### config.mk
export PLATFORM = sky130hd
export DESIGN_NAME = hss_home_search
export DESIGN_NICKNAME = d
export VERILOG_FILES = /design/src/logic/hss_pkg.sv /design/src/logic/hss_home_search.sv /design/src/logic/hss_input_filter.sv /design/src/logic/hss_clear_pulse.sv
export SDC_FILE = /design/constraint.sdc
export NUM_CORES = 1
export LEC_CHECK = 0
export BUFFER_PORTS_ARGS = -buffer_cell sky130_fd_sc_hd__buf_2
export CAP_MARGIN = 20
export CORE_MARGIN = 4
export CORE_UTILIZATION = 40
export DETAILED_ROUTE_END_ITERATION = 8
export PLACE_DENSITY_LB_ADDON = 0.08
export SETUP_SLACK_MARGIN = 0.05
export SYNTH_ARGS = -nofsm -noshare
export SYNTH_HDL_FRONTEND = slang
export SYNTH_HIERARCHICAL = 1
export SYNTH_SLANG_ARGS = --single-unit
### constraint.sdc
create_clock -name REF_CLK -period 16.8 [get_ports REF_CLK]
set_input_delay 0.84 -clock REF_CLK [delete_from_list [all_inputs] [get_ports REF_CLK]]
set_output_delay 0.84 -clock REF_CLK [all_outputs]
set_load 0.005 [all_outputs]
### src/logic/hss_pkg.sv
// Constants, register map and command codes of the home search sequencer
package hss_pkg;

  // ****************************************
  // Register map (byte addresses)
  // ****************************************
  localparam logic [7:0] ADDR_COMMAND  = 8'h00;
  localparam logic [7:0] ADDR_AXIS     = 8'h04;
  localparam logic [7:0] ADDR_DATA_LO  = 8'h08;
  localparam logic [7:0] ADDR_DATA_HI  = 8'h0C;
  localparam logic [7:0] ADDR_STATUS   = 8'h10;
  localparam logic [7:0] ADDR_MODE1    = 8'h14;
  localparam logic [7:0] ADDR_MODE2    = 8'h18;
  localparam logic [15:0] REG_RESET    = 16'h0000;
  localparam logic [31:0] WORD_RESET   = 32'h0000_0000;

  // ****************************************
  // Command codes
  // ****************************************
  localparam logic [15:0] CMD_SPEED_HIGH = 16'h0105;
  localparam logic [15:0] CMD_OFFSET     = 16'h0106;
  localparam logic [15:0] CMD_SPEED_LOW  = 16'h0114;
  localparam logic [15:0] CMD_MODE1      = 16'h0123;
  localparam logic [15:0] CMD_MODE2      = 16'h0124;
  localparam logic [15:0] CMD_FILTER     = 16'h0125;
  localparam logic [15:0] CMD_START      = 16'h015A;

  // ****************************************
  // Field positions
  // ****************************************
  localparam int AX_LIMIT_HIGH   = 10;
  localparam int AX_LIMIT_EN     = 11;
  localparam int AX_LIMIT_DEC    = 12;
  localparam int M1_S1_EN        = 0;
  localparam int M1_S1_DIR       = 1;
  localparam int M1_S1_SEL_LO    = 2;
  localparam int M1_S1_SEL_HI    = 3;
  localparam int M1_S2_EN        = 4;
  localparam int M1_S2_DIR       = 5;
  localparam int M1_S2_SEL       = 6;
  localparam int M1_S2_CLR_PULSE = 7;
  localparam int M1_S2_RP_CLR    = 8;
  localparam int M1_S2_LP_CLR    = 9;
  localparam int M1_S3_EN        = 10;
  localparam int M1_S3_DIR       = 11;
  localparam int M1_S3_CLR_PULSE = 12;
  localparam int M1_S3_RP_CLR    = 13;
  localparam int M1_S3_LP_CLR    = 14;
  localparam int M1_S4_EN        = 15;
  localparam int M2_END_RP_CLR   = 1;
  localparam int M2_END_LP_CLR   = 2;
  localparam int M2_PULSE_POL    = 3;
  localparam int M2_WIDTH_LO     = 4;
  localparam int M2_WIDTH_HI     = 6;
  localparam int M2_TIMER_EN     = 7;
  localparam int M2_TIMER_LO     = 8;
  localparam int M2_TIMER_HI     = 10;
  localparam int FM_CODE_LO      = 8;
  localparam int FM_CODE_HI      = 11;
  localparam logic [1:0] SEL_LIMIT = 2'h2;
  localparam logic [1:0] SEL_INDEX = 2'h1;

  // ****************************************
  // Timing
  // ****************************************
  localparam int unsigned CLK_MHZ         = 200;
  localparam int unsigned FILTER_UNIT_NS  = 500;
  localparam int unsigned FILTER_UNIT_CYC = FILTER_UNIT_NS * CLK_MHZ / 1000;
  localparam int unsigned PULSE_UNIT_US   = 10;
  localparam int unsigned PULSE_UNIT_CYC  = PULSE_UNIT_US * CLK_MHZ;
  localparam int unsigned TIMER_UNIT_US   = 1000;
  localparam int unsigned TIMER_UNIT_CYC  = TIMER_UNIT_US * CLK_MHZ;
  localparam logic FILTER_IDLE = 1'b1;

  // Input order of the filter bank
  localparam int IN_HOME  = 0;
  localparam int IN_INDEX = 1;
  localparam int IN_LIM_M = 2;
  localparam int IN_LIM_P = 3;
  localparam int IN_COUNT = 4;

  typedef enum logic [5:0] {
    S_IDLE  = 6'h01,
    S_NEXT  = 6'h02,
    S_RUN   = 6'h04,
    S_WAIT  = 6'h08,
    S_DWELL = 6'h10,
    S_DONE  = 6'h20
  } hss_state_t;

  // Multiplier table for the clear-pulse width and inter-step timer codes
  function automatic logic [31:0] hss_units(input logic [2:0] code);
    unique case (code)
      3'h0: hss_units = 32'h0000_0001;
      3'h1: hss_units = 32'h0000_0002;
      3'h2: hss_units = 32'h0000_000A;
      3'h3: hss_units = 32'h0000_0014;
      3'h4: hss_units = 32'h0000_0064;
      3'h5: hss_units = 32'h0000_00C8;
      3'h6: hss_units = 32'h0000_03E8;
      3'h7: hss_units = 32'h0000_07D0;
    endcase
  endfunction

endpackage

### src/logic/hss_home_search.sv
// Automatic home search sequencer with AHB-Lite register access
`timescale 1ns/10ps

// Behaviour
// - Axis word: D10 level, D11 enable, D12 stop
// - Detection limit honoured even if disabled
// - Home sensor low ends step two
// - Step three runs low speed until index
// - Index active halts output instantly
// - Index falling edge fires clear pulse
// - Index active clears both position counters
// - Mode1 D11 step3 direction, D10 enable
// - Mode1 D9..D4 step two options
// - Mode1 D3..D0 step one options
// - Mode1 D15 offset, D14..D12 step three
// - Mode2 timer value, enable, pulse width
// - Mode2 polarity and end-of-search clears
// - Minus limit has selectable delay filter
// - Start inside limit: skip, escape, search
module hss_home_search #(
  parameter int unsigned FILTER_UNIT_CYC = hss_pkg::FILTER_UNIT_CYC,
  parameter int unsigned PULSE_UNIT_CYC  = hss_pkg::PULSE_UNIT_CYC,
  parameter int unsigned TIMER_UNIT_CYC  = hss_pkg::TIMER_UNIT_CYC
) (
  input  wire logic        REF_CLK,
  input  wire logic        ARST_N,
  input  wire logic        HSEL,
  input  wire logic [31:0] HADDR,
  input  wire logic [1:0]  HTRANS,
  input  wire logic        HWRITE,
  input  wire logic [2:0]  HSIZE,
  input  wire logic [31:0] HWDATA,
  input  wire logic        HREADY,
  output logic      [31:0] HRDATA,
  output logic             HREADYOUT,
  output logic             HRESP,
  input  wire logic        HOME_SENSOR_INPUT_N,
  input  wire logic        ENCODER_INDEX_INPUT_N,
  input  wire logic        MINUS_LIMIT_INPUT,
  input  wire logic        PLUS_LIMIT_INPUT,
  input  wire logic        DRIVE_BUSY,
  output logic             DRIVE_START,
  output logic             DRIVE_FIXED,
  output logic             DRIVE_DIR_MINUS,
  output logic      [31:0] DRIVE_SPEED,
  output logic      [31:0] DRIVE_COUNT,
  output logic             DRIVE_STOP_DEC,
  output logic             DRIVE_STOP_NOW,
  output logic             DEVIATION_CLEAR_OUTPUT,
  output logic             LOGICAL_POSITION_COUNTER_CLR,
  output logic             REAL_POSITION_COUNTER_CLR,
  output logic             SEARCH_BUSY
);

  typedef struct packed {
    hss_pkg::hss_state_t state;
    logic [15:0] cmd;
    logic [15:0] axis_mode;
    logic [15:0] data_lo;
    logic [15:0] data_hi;
    logic [15:0] mode1;
    logic [15:0] mode2;
    logic [15:0] filt_mode;
    logic [31:0] speed_hi;
    logic [31:0] speed_lo;
    logic [31:0] offset;
    logic        cmd_pend;
    logic        wr_pend;
    logic [7:0]  wr_addr;
    logic [31:0] rdata;
    logic [2:0]  step;
    logic        escaping;
    logic        busy_seen;
    logic        err_limit;
    logic [31:0] timer;
    logic        idx_prev;
    logic        drv_start;
    logic        drv_fixed;
    logic        drv_dir_minus;
    logic [31:0] drv_speed;
    logic [31:0] drv_count;
    logic        drv_stop_dec;
    logic        drv_stop_now;
    logic        lp_clr;
    logic        rp_clr;
    logic        clr_fire;
  } hss_core_t;

  hss_core_t              q_reg;
  hss_core_t              q_next;
  logic [hss_pkg::IN_COUNT-1:0] raw_in;
  logic [hss_pkg::IN_COUNT-1:0] filt_in;
  logic                   home_act;
  logic                   idx_act;
  logic                   idx_fall;
  logic                   lim_m_act;
  logic                   lim_p_act;
  logic [4:1]             step_en;
  logic [4:1]             step_dir;
  logic [4:1]             step_lim;
  logic [4:1]             step_det;
  logic                   drive_lim;
  logic                   accept;
  logic [31:0]            data_word;
  logic [31:0]            timer_len;

  // ****************************************
  // Input filters
  // ****************************************
  assign raw_in = {PLUS_LIMIT_INPUT, MINUS_LIMIT_INPUT, ENCODER_INDEX_INPUT_N,
                   HOME_SENSOR_INPUT_N};

  generate
    for (genvar i = 0; i < hss_pkg::IN_COUNT; i++) begin : g_filter
      hss_input_filter #(
        .UNIT_CYC (FILTER_UNIT_CYC)
      ) u_filter (
        .clk      (REF_CLK),
        .arst_n   (ARST_N),
        .raw      (raw_in[i]),
        .enable   (q_reg.filt_mode[i]),
        .code     (q_reg.filt_mode[hss_pkg::FM_CODE_HI:hss_pkg::FM_CODE_LO]),
        .filtered (filt_in[i])
      );
    end
  endgenerate

  // ****************************************
  // Detection decode per step
  // ****************************************
  always_comb begin
    home_act  = ~filt_in[hss_pkg::IN_HOME];
    idx_act   = ~filt_in[hss_pkg::IN_INDEX];
    idx_fall  = q_reg.idx_prev & ~filt_in[hss_pkg::IN_INDEX];
    lim_m_act = filt_in[hss_pkg::IN_LIM_M] ~^ q_reg.axis_mode[hss_pkg::AX_LIMIT_HIGH];
    lim_p_act = filt_in[hss_pkg::IN_LIM_P] ~^ q_reg.axis_mode[hss_pkg::AX_LIMIT_HIGH];
    step_en   = {q_reg.mode1[hss_pkg::M1_S4_EN], q_reg.mode1[hss_pkg::M1_S3_EN],
                 q_reg.mode1[hss_pkg::M1_S2_EN], q_reg.mode1[hss_pkg::M1_S1_EN]};
    // Offset direction comes from the sign of the programmed count
    step_dir  = {q_reg.offset[31], q_reg.mode1[hss_pkg::M1_S3_DIR],
                 q_reg.mode1[hss_pkg::M1_S2_DIR], q_reg.mode1[hss_pkg::M1_S1_DIR]};
    step_lim  = {1'b0, 1'b0, q_reg.mode1[hss_pkg::M1_S2_SEL],
                 q_reg.mode1[hss_pkg::M1_S1_SEL_HI:hss_pkg::M1_S1_SEL_LO] == hss_pkg::SEL_LIMIT};
    step_det[1] = step_lim[1] ? (step_dir[1] ? lim_m_act : lim_p_act) :
                  (q_reg.mode1[hss_pkg::M1_S1_SEL_HI:hss_pkg::M1_S1_SEL_LO] == hss_pkg::SEL_INDEX)
                  ? idx_act : home_act;
    step_det[2] = step_lim[2] ? (step_dir[2] ? lim_m_act : lim_p_act) : home_act;
    step_det[3] = idx_act;
    step_det[4] = 1'b0;
    drive_lim   = q_reg.drv_dir_minus ? lim_m_act : lim_p_act;
  end

  assign accept    = HSEL & HTRANS[1] & HREADY;
  assign data_word = {q_reg.data_hi, q_reg.data_lo};
  assign timer_len = 32'(TIMER_UNIT_CYC *
                     hss_pkg::hss_units(q_reg.mode2[hss_pkg::M2_TIMER_HI:hss_pkg::M2_TIMER_LO]));

  // ****************************************
  // Next-state logic
  // ****************************************
  always_comb begin
    q_next              = q_reg;
    q_next.drv_start    = 1'b0;
    q_next.drv_stop_dec = 1'b0;
    q_next.drv_stop_now = 1'b0;
    q_next.lp_clr       = 1'b0;
    q_next.rp_clr       = 1'b0;
    q_next.clr_fire     = 1'b0;
    q_next.cmd_pend     = 1'b0;
    q_next.idx_prev     = filt_in[hss_pkg::IN_INDEX];

    // Bus data phase: a command word executes the cycle after it lands
    q_next.wr_pend = accept & HWRITE;
    if (accept) begin
      q_next.wr_addr = HADDR[7:0];
    end
    if (q_reg.wr_pend) begin
      case (q_reg.wr_addr)
        hss_pkg::ADDR_COMMAND: begin
          q_next.cmd      = HWDATA[15:0];
          q_next.cmd_pend = 1'b1;
        end
        hss_pkg::ADDR_AXIS:    q_next.axis_mode = HWDATA[15:0];
        hss_pkg::ADDR_DATA_LO: q_next.data_lo   = HWDATA[15:0];
        hss_pkg::ADDR_DATA_HI: q_next.data_hi   = HWDATA[15:0];
        default: ;
      endcase
    end
    if (accept && !HWRITE) begin
      case (HADDR[7:0])
        hss_pkg::ADDR_COMMAND: q_next.rdata = {16'h0000, q_reg.cmd};
        hss_pkg::ADDR_AXIS:    q_next.rdata = {16'h0000, q_reg.axis_mode};
        hss_pkg::ADDR_DATA_LO: q_next.rdata = {16'h0000, q_reg.data_lo};
        hss_pkg::ADDR_DATA_HI: q_next.rdata = {16'h0000, q_reg.data_hi};
        hss_pkg::ADDR_STATUS:  q_next.rdata = {22'h000000, filt_in, q_reg.state[5:1] != 5'h00,
                                               q_reg.err_limit, q_reg.step, SEARCH_BUSY};
        hss_pkg::ADDR_MODE1:   q_next.rdata = {16'h0000, q_reg.mode1};
        hss_pkg::ADDR_MODE2:   q_next.rdata = {16'h0000, q_reg.mode2};
        default:               q_next.rdata = 32'h0000_0000;
      endcase
    end

    // Command execution
    if (q_reg.cmd_pend) begin
      case (q_reg.cmd)
        hss_pkg::CMD_MODE1:      q_next.mode1     = q_reg.data_lo;
        hss_pkg::CMD_MODE2:      q_next.mode2     = q_reg.data_lo;
        hss_pkg::CMD_FILTER:     q_next.filt_mode = q_reg.data_lo;
        hss_pkg::CMD_SPEED_HIGH: q_next.speed_hi  = data_word;
        hss_pkg::CMD_SPEED_LOW:  q_next.speed_lo  = data_word;
        hss_pkg::CMD_OFFSET:     q_next.offset    = data_word;
        hss_pkg::CMD_START: begin
          // A start while a search runs is ignored
          if (q_reg.state == hss_pkg::S_IDLE) begin
            q_next.state     = hss_pkg::S_NEXT;
            q_next.step      = 3'h0;
            q_next.err_limit = 1'b0;
          end
        end
        default: ;
      endcase
    end

    // Sequencer
    unique case (q_reg.state)
      hss_pkg::S_IDLE: ;
      hss_pkg::S_NEXT: begin
        q_next.step = q_reg.step + 3'h1;
        if (q_reg.step == 3'h4) begin
          q_next.state = hss_pkg::S_DONE;
        end else if (step_en[q_next.step] &&
                     !(q_next.step == 3'h1 && step_det[1])) begin
          q_next.escaping      = (q_next.step == 3'h2) && step_det[2];
          q_next.drv_dir_minus = step_dir[q_next.step] ^ q_next.escaping;
          q_next.drv_fixed     = q_next.step == 3'h4;
          q_next.drv_speed     = (q_next.step == 3'h1 || q_next.step == 3'h4)
                                 ? q_reg.speed_hi : q_reg.speed_lo;
          q_next.drv_count     = q_reg.offset[31] ? 32'h0000_0000 - q_reg.offset
                                 : q_reg.offset;
          q_next.drv_start     = 1'b1;
          q_next.busy_seen     = 1'b0;
          q_next.state         = hss_pkg::S_RUN;
        end
      end
      hss_pkg::S_RUN: begin
        q_next.busy_seen = q_reg.busy_seen | DRIVE_BUSY;
        if (q_reg.axis_mode[hss_pkg::AX_LIMIT_EN] && drive_lim && !step_lim[q_reg.step] &&
            !q_reg.drv_start) begin
          // Ordinary limit stop aborts the whole search
          q_next.drv_stop_dec = q_reg.axis_mode[hss_pkg::AX_LIMIT_DEC];
          q_next.drv_stop_now = ~q_reg.axis_mode[hss_pkg::AX_LIMIT_DEC];
          q_next.err_limit    = 1'b1;
          q_next.state        = hss_pkg::S_WAIT;
        end else if (q_reg.escaping) begin
          if (!step_det[2]) begin
            q_next.drv_stop_dec = 1'b1;
            q_next.state        = hss_pkg::S_WAIT;
          end
        end else if (q_reg.step == 3'h4) begin
          if (q_reg.busy_seen && !DRIVE_BUSY) begin
            q_next.state = hss_pkg::S_WAIT;
          end
        end else if (step_det[q_reg.step]) begin
          q_next.state = hss_pkg::S_WAIT;
          unique case (q_reg.step)
            3'h1: q_next.drv_stop_dec = 1'b1;
            3'h2: begin
              // Limit detection stops as the axis word says
              q_next.drv_stop_dec = step_lim[2] & q_reg.axis_mode[hss_pkg::AX_LIMIT_DEC];
              q_next.drv_stop_now = ~(step_lim[2] & q_reg.axis_mode[hss_pkg::AX_LIMIT_DEC]);
              q_next.lp_clr       = q_reg.mode1[hss_pkg::M1_S2_LP_CLR];
              q_next.rp_clr       = q_reg.mode1[hss_pkg::M1_S2_RP_CLR];
              q_next.clr_fire     = q_reg.mode1[hss_pkg::M1_S2_CLR_PULSE];
            end
            default: begin
              q_next.drv_stop_now = 1'b1;
              q_next.lp_clr       = q_reg.mode1[hss_pkg::M1_S3_LP_CLR];
              q_next.rp_clr       = q_reg.mode1[hss_pkg::M1_S3_RP_CLR];
              q_next.clr_fire     = q_reg.mode1[hss_pkg::M1_S3_CLR_PULSE] & idx_fall;
            end
          endcase
        end
      end
      hss_pkg::S_WAIT: begin
        if (!DRIVE_BUSY) begin
          if (q_reg.err_limit) begin
            q_next.state = hss_pkg::S_IDLE;
          end else if (q_reg.escaping) begin
            // Leave the step two detection region (home or limit), then search the programmed way
            q_next.escaping      = 1'b0;
            q_next.drv_dir_minus = step_dir[2];
            q_next.drv_start     = 1'b1;
            q_next.busy_seen     = 1'b0;
            q_next.state         = hss_pkg::S_RUN;
          end else if (q_reg.mode2[hss_pkg::M2_TIMER_EN]) begin
            q_next.timer = 32'h0000_0000;
            q_next.state = hss_pkg::S_DWELL;
          end else begin
            q_next.state = hss_pkg::S_NEXT;
          end
        end
      end
      hss_pkg::S_DWELL: begin
        q_next.timer = q_reg.timer + 32'h0000_0001;
        if (q_reg.timer >= timer_len - 32'h0000_0001) begin
          q_next.state = hss_pkg::S_NEXT;
        end
      end
      hss_pkg::S_DONE: begin
        q_next.lp_clr = q_reg.mode2[hss_pkg::M2_END_LP_CLR];
        q_next.rp_clr = q_reg.mode2[hss_pkg::M2_END_RP_CLR];
        q_next.state  = hss_pkg::S_IDLE;
      end
      default: q_next.state = hss_pkg::S_IDLE;
    endcase
  end

  always_ff @(posedge REF_CLK or negedge ARST_N) begin
    if (!ARST_N) begin
      q_reg           <= '0;
      q_reg.state     <= hss_pkg::S_IDLE;
      q_reg.axis_mode <= hss_pkg::REG_RESET;
      q_reg.mode1     <= hss_pkg::REG_RESET;
      q_reg.mode2     <= hss_pkg::REG_RESET;
      q_reg.filt_mode <= hss_pkg::REG_RESET;
      q_reg.speed_hi  <= hss_pkg::WORD_RESET;
      q_reg.speed_lo  <= hss_pkg::WORD_RESET;
      q_reg.offset    <= hss_pkg::WORD_RESET;
      q_reg.idx_prev  <= hss_pkg::FILTER_IDLE;
    end else begin
      q_reg <= q_next;
    end
  end

  // ****************************************
  // Clear pulse and outputs
  // ****************************************
  hss_clear_pulse #(
    .UNIT_CYC (PULSE_UNIT_CYC)
  ) u_clear_pulse (
    .clk        (REF_CLK),
    .arst_n     (ARST_N),
    .fire       (q_reg.clr_fire),
    .width_code (q_reg.mode2[hss_pkg::M2_WIDTH_HI:hss_pkg::M2_WIDTH_LO]),
    .active_low (q_reg.mode2[hss_pkg::M2_PULSE_POL]),
    .pulse_out  (DEVIATION_CLEAR_OUTPUT)
  );

  assign HRDATA                       = q_reg.rdata;
  assign HREADYOUT                    = 1'b1;
  assign HRESP                        = 1'b0;
  assign DRIVE_START                  = q_reg.drv_start;
  assign DRIVE_FIXED                  = q_reg.drv_fixed;
  assign DRIVE_DIR_MINUS              = q_reg.drv_dir_minus;
  assign DRIVE_SPEED                  = q_reg.drv_speed;
  assign DRIVE_COUNT                  = q_reg.drv_count;
  assign DRIVE_STOP_DEC               = q_reg.drv_stop_dec;
  assign DRIVE_STOP_NOW               = q_reg.drv_stop_now;
  assign LOGICAL_POSITION_COUNTER_CLR = q_reg.lp_clr;
  assign REAL_POSITION_COUNTER_CLR    = q_reg.rp_clr;
  assign SEARCH_BUSY                  = q_reg.state != hss_pkg::S_IDLE;

endmodule

### src/logic/hss_input_filter.sv
// Digital noise filter for one sensor input
`timescale 1ns/10ps
module hss_input_filter #(
  parameter int unsigned UNIT_CYC = hss_pkg::FILTER_UNIT_CYC
) (
  input  wire logic       clk,
  input  wire logic       arst_n,
  input  wire logic       raw,
  input  wire logic       enable,
  input  wire logic [3:0] code,
  output logic            filtered
);

  typedef struct packed {
    logic [31:0] cnt;
    logic        level;
  } hss_filt_t;

  hss_filt_t   q_reg;
  hss_filt_t   q_next;
  logic [31:0] limit;

  // Delay doubles per code step; code 10 gives 512 us at the default unit
  assign limit = 32'(UNIT_CYC << code);

  always_comb begin
    q_next = q_reg;
    if (!enable) begin
      q_next.level = raw;
      q_next.cnt   = 32'h0000_0000;
    end else if (raw == q_reg.level) begin
      q_next.cnt = 32'h0000_0000;
    end else if (q_reg.cnt >= limit - 32'h0000_0001) begin
      q_next.level = raw;
      q_next.cnt   = 32'h0000_0000;
    end else begin
      q_next.cnt = q_reg.cnt + 32'h0000_0001;
    end
  end

  always_ff @(posedge clk or negedge arst_n) begin
    if (!arst_n) begin
      q_reg <= '{cnt: 32'h0000_0000, level: hss_pkg::FILTER_IDLE};
    end else begin
      q_reg <= q_next;
    end
  end

  assign filtered = q_reg.level;

endmodule

### src/logic/hss_clear_pulse.sv
// Deviation-counter clear pulse generator with programmable width and polarity
`timescale 1ns/10ps
module hss_clear_pulse #(
  parameter int unsigned UNIT_CYC = hss_pkg::PULSE_UNIT_CYC
) (
  input  wire logic       clk,
  input  wire logic       arst_n,
  input  wire logic       fire,
  input  wire logic [2:0] width_code,
  input  wire logic       active_low,
  output logic            pulse_out
);

  typedef struct packed {
    logic        active;
    logic [31:0] cnt;
    logic        out;
  } hss_pulse_t;

  hss_pulse_t  q_reg;
  hss_pulse_t  q_next;
  logic [31:0] length;

  assign length = 32'(UNIT_CYC * hss_pkg::hss_units(width_code));

  always_comb begin
    q_next = q_reg;
    if (fire) begin
      q_next.active = 1'b1;
      q_next.cnt    = 32'h0000_0000;
    end else if (q_reg.active) begin
      if (q_reg.cnt >= length - 32'h0000_0001) begin
        q_next.active = 1'b0;
      end else begin
        q_next.cnt = q_reg.cnt + 32'h0000_0001;
      end
    end
    q_next.out = q_next.active ^ active_low;
  end

  // Idle level follows polarity one cycle after it changes
  always_ff @(posedge clk or negedge arst_n) begin
    if (!arst_n) begin
      q_reg <= '{active: 1'b0, cnt: 32'h0000_0000, out: 1'b0};
    end else begin
      q_reg <= q_next;
    end
  end

  assign pulse_out = q_reg.out;

endmodule

==> metrics.yaml <==
status: "completed"
portBuffers: 123
fin_crit_ns: 8.16
vias_per_cell: 5.40
cap_violations: 0
seq_power_share_pct: 47.7
crit_start: "q_reg[273]"
drt-wirelength-per-cell_um: 18.8
critPathSlowestCell: "dfrtp_1"
synth_edf_count: 0
required_ns: 17.30
htree_levels: 2
yosys_register_bits: 509
cts_setup_buffers: 0
power_density_mw_per_mm2: 70.3
largest_reg_flops: 224
p_sw_w: 0.000612
yosys_warnings: 6
die_area_mm2: 0.0913
avgSynthCellArea_um2: 9.70
seqCellArea_mm2: 0.0127
path_clk_slew_ns: 0.06
area_growth_syn_to_layout_pct: 9.27
fin_skew_ns: 0.0365
yosysTopAreaCell: "dfrtp_1"
ys_seq_area_share_pct: 36.8
grt_max_degree: 145
nets: 4033
cts_tree: "yes"
top_usage_layer: "met2"
synth_area_mm2: 0.0346
fmax_mhz: 123
die_w_um: 302
tightest_slew_ns: 1.13
dpl_worst_slack_ns: 8.49
met3_usage_pct: 3.52
synth_top_flop_cell: "dfrtp_1"
ys_types: 95
drc: 0
fin_crit_sh_pct: 48.6
drive_gt1_share_pct: 15.5
async_flop_share_pct: 100
crit_type: "register to register"
globalplace.congestion: 0.880
multiInputGateArea_mm2: 0.0200
hpwl_um: 67200
path_common_cell: "ha_1"
cts_resized: 0
synthTopCellsByArea: "dfrtp_1, ha_1, mux2_2"
drt_iter0_drc: 1451
antenna_found_initial: 17
rows: 107
path_max_fanout: 9
peakVddDrop_mv: 0.108
vias: 25980
clock_power_share_pct: 49.8
hold_buffers: 0
grt_use_total_pct: 19.8
core-area_mm2: 0.0855
clk_path_buf_depth: 3
clock_latency_ns: 0.64
initial_core_util_pct: 40.4
synthDominantCellAreaShare_pct: 36.4
rsz0062_at_grt: "false"
ant_nets: 0
end_kind: "register"
cp_slowest_stage_delay_ns: 0.61
final-setup-viol-count: 0
leakage_nw: 17.4
fin_setup_tns_ns: 0
drt-pass1-iter-count: 6
hold_path_class: "input port to async pin"
clock-sinks: 509
netSwitchingFraction_pct: 23.0
cts-buffers-inserted: 59
path_buf_inv: 3
grtUsageMet1_pct: 26.4
maxSlewHeadroom_pct: 23.8
die_y_um: 302
clockRootBuffer: "clkbuf_16"
critPathArrivalTime_ns: 8.66
wl_um: 90300
gr-usage-met2_pct: 33.7
hold_viol: 0
first_global_vias: 26305
finalMaxSlewViolations: 0
overflow: 0
grt_pass1_wl_um: 146000
syn_inst: 3567
combPwrFrac_pct: 2.6
setup_slack_ns: 8.64
fillCellCount: 8261
internal-power_w: 0.00205
num_io_pins: 186
rr_startpoint: "q_reg[273]"
crit_family: "adder cells"
worstSetupStartpointType: "register"
-- metal layers --
| layer | wire, um | up-vias |
|---|---|---|
| met2 | 43400 | 369 |
| met1 | 41000 | 12888 |
| li1 | - | 12586 |
| met4 | 1870 | 12 |
| met5 | 85 | - |
| met3 | 3970 | 125 |
-- layout by cell type, fill, tap and decap left out, types with 17 or more instances in the layout --
master	netlist	routed
dfrtp_1	503	501
ha_1	312	312
nand2_1	296	296
nor2_1	266	266
mux2_2	210	210
inv_1	162	162
o21ai_0	162	162
a21oi_1	156	156
xor2_1	145	145
nand3_1	129	129
xnor2_1	128	128
buf_2	24	122
nand4_1	74	74
nor3_1	62	61
conb_1	7	61
clkbuf_16	0	59
nor2b_1	48	48
mux2i_1	48	48
a21o_1	47	47
a22oi_1	45	45
and3_1	41	41
nand2b_1	38	37
fa_1	36	36
nor2_2	34	34
buf_4	99	29
a31oi_1	25	25
or3_1	23	23
and2_1	21	21
or4_1	21	21
a211oi_1	18	18
o31ai_1	17	17
nor4_1	20	17
-- worst register-to-register path, delay by kind of cell, from the launching register on --
family | cells | cell delay (ns)
xor gates and xnor gates | 3 | 0.58
buffers and inverters | 3 | 0.37
and+or+nand+nor | 6 | 1.21
adders and majority gates | 8 | 3.12
DFF | 1 | 0.61
AOI/OAI and AO/OA | 10 | 2.14
-- per-stage QoR --
step	cell area, um^2	hold slack, ns	cells	total power, W	util [%]
3_3_place_gp	35700	0.450	4684	0.00135	41.7
6_report	37800	0.229	4810	0.00266	44.2
4_1_cts	37700	0.260	4797	0.00271	44.1
5_1_grt	37800	0.289	4801	0.00277	44.2
3_5_place_dp	35700	0.450	4686	0.00136	41.7
2_1_floorplan	34800	0.389	3621	0.00131	-
-- synthesized netlist by cell type, types with 7 or more instances --
| master | n |
|---|---|
| o21a_1 | 14 |
| buf_2 | 24 |
| a211oi_1 | 18 |
| nor4_1 | 20 |
| clkbuf_1 | 81 |
| or2_2 | 10 |
| nand3_1 | 129 |
| nand2b_1 | 38 |
| nand4_1 | 74 |
| xnor2_1 | 128 |
| nor2_1 | 266 |
| a22oi_1 | 45 |
| dfrtp_1 | 503 |
| buf_4 | 99 |
| o211ai_1 | 11 |
| nand4b_1 | 12 |
| mux2_2 | 210 |
| a31oi_1 | 25 |
| conb_1 | 7 |
| nor2_2 | 34 |
| inv_1 | 162 |
| and2_1 | 21 |
| a21oi_1 | 156 |
| o21ai_1 | 7 |
| and3_1 | 41 |
| and4_1 | 10 |
| nor3_1 | 62 |
| a222oi_1 | 10 |
| ha_1 | 312 |
| mux2i_1 | 48 |
| buf_1 | 9 |
| a21o_1 | 47 |
| nand3b_1 | 9 |
| nor4b_1 | 7 |
| o31ai_1 | 17 |
| fa_1 | 36 |
| or4_1 | 21 |
| buf_6 | 18 |
| o21ai_0 | 162 |
| nand2_1 | 296 |
| xor2_1 | 145 |
| or3_1 | 23 |
| a31o_2 | 7 |
| o32a_1 | 7 |
| nor2b_1 | 48 |
-- final cells by class --
cell class                      count  area share [%]
Tap cell                         1144            3.79
Multi-Input combinational cell   2715            53.0
Clock inverter                     27           0.884
Sequential cell                   509            33.7
Antenna cell                       10          0.0662
Timing Repair Buffer              158            2.52
Inverter                          163            1.62
Clock buffer                       84            4.39
-- worst paths after layout --
path / to / slack (ns) / cells past startpoint
hold / removal: q_reg[102] / 0.23 / 1
min in group REF_CLK: g_filter[0].u_filter/filtered / 0.46 / 2
setup / recovery: q_reg[362] / 8.64 / 30
hold reg to reg: g_filter[2].u_filter/q_reg[1] / 0.46 / 1
setup reg to reg: q_reg[362] / 8.64 / 30
max in group asynchronous: q_reg[260] / 14.42 / 3
-- power groups by stage --
stage / Clock [W] / Combinational (W) / Sequential (W)
final: 0.00132 / 0.0000687 / 0.00127
after global routing: 0.00142 / 0.0000801 / 0.00127
after CTS: 0.00137 / 0.0000700 / 0.00127
after detailed placement: 0 / 0.0000697 / 0.00129
after global placement: 0 / 0.0000674 / 0.00129
after floorplan: 0 / 0.0000329 / 0.00127
-- logic make-up after synthesis --
family | share of synthesized area, %
flip-flops | 36.8
adder cells (fa/ha/maj) | 13.4
AO/OA/AOI/OAI | 11.3
AND/OR/NAND/NOR | 17.1
XOR/XNOR | 6.91
multiplexers | 8.42
buffers and inverters | 6.00
other | 0.0760
No activity file was read; power rests on OpenSTA's default activity.
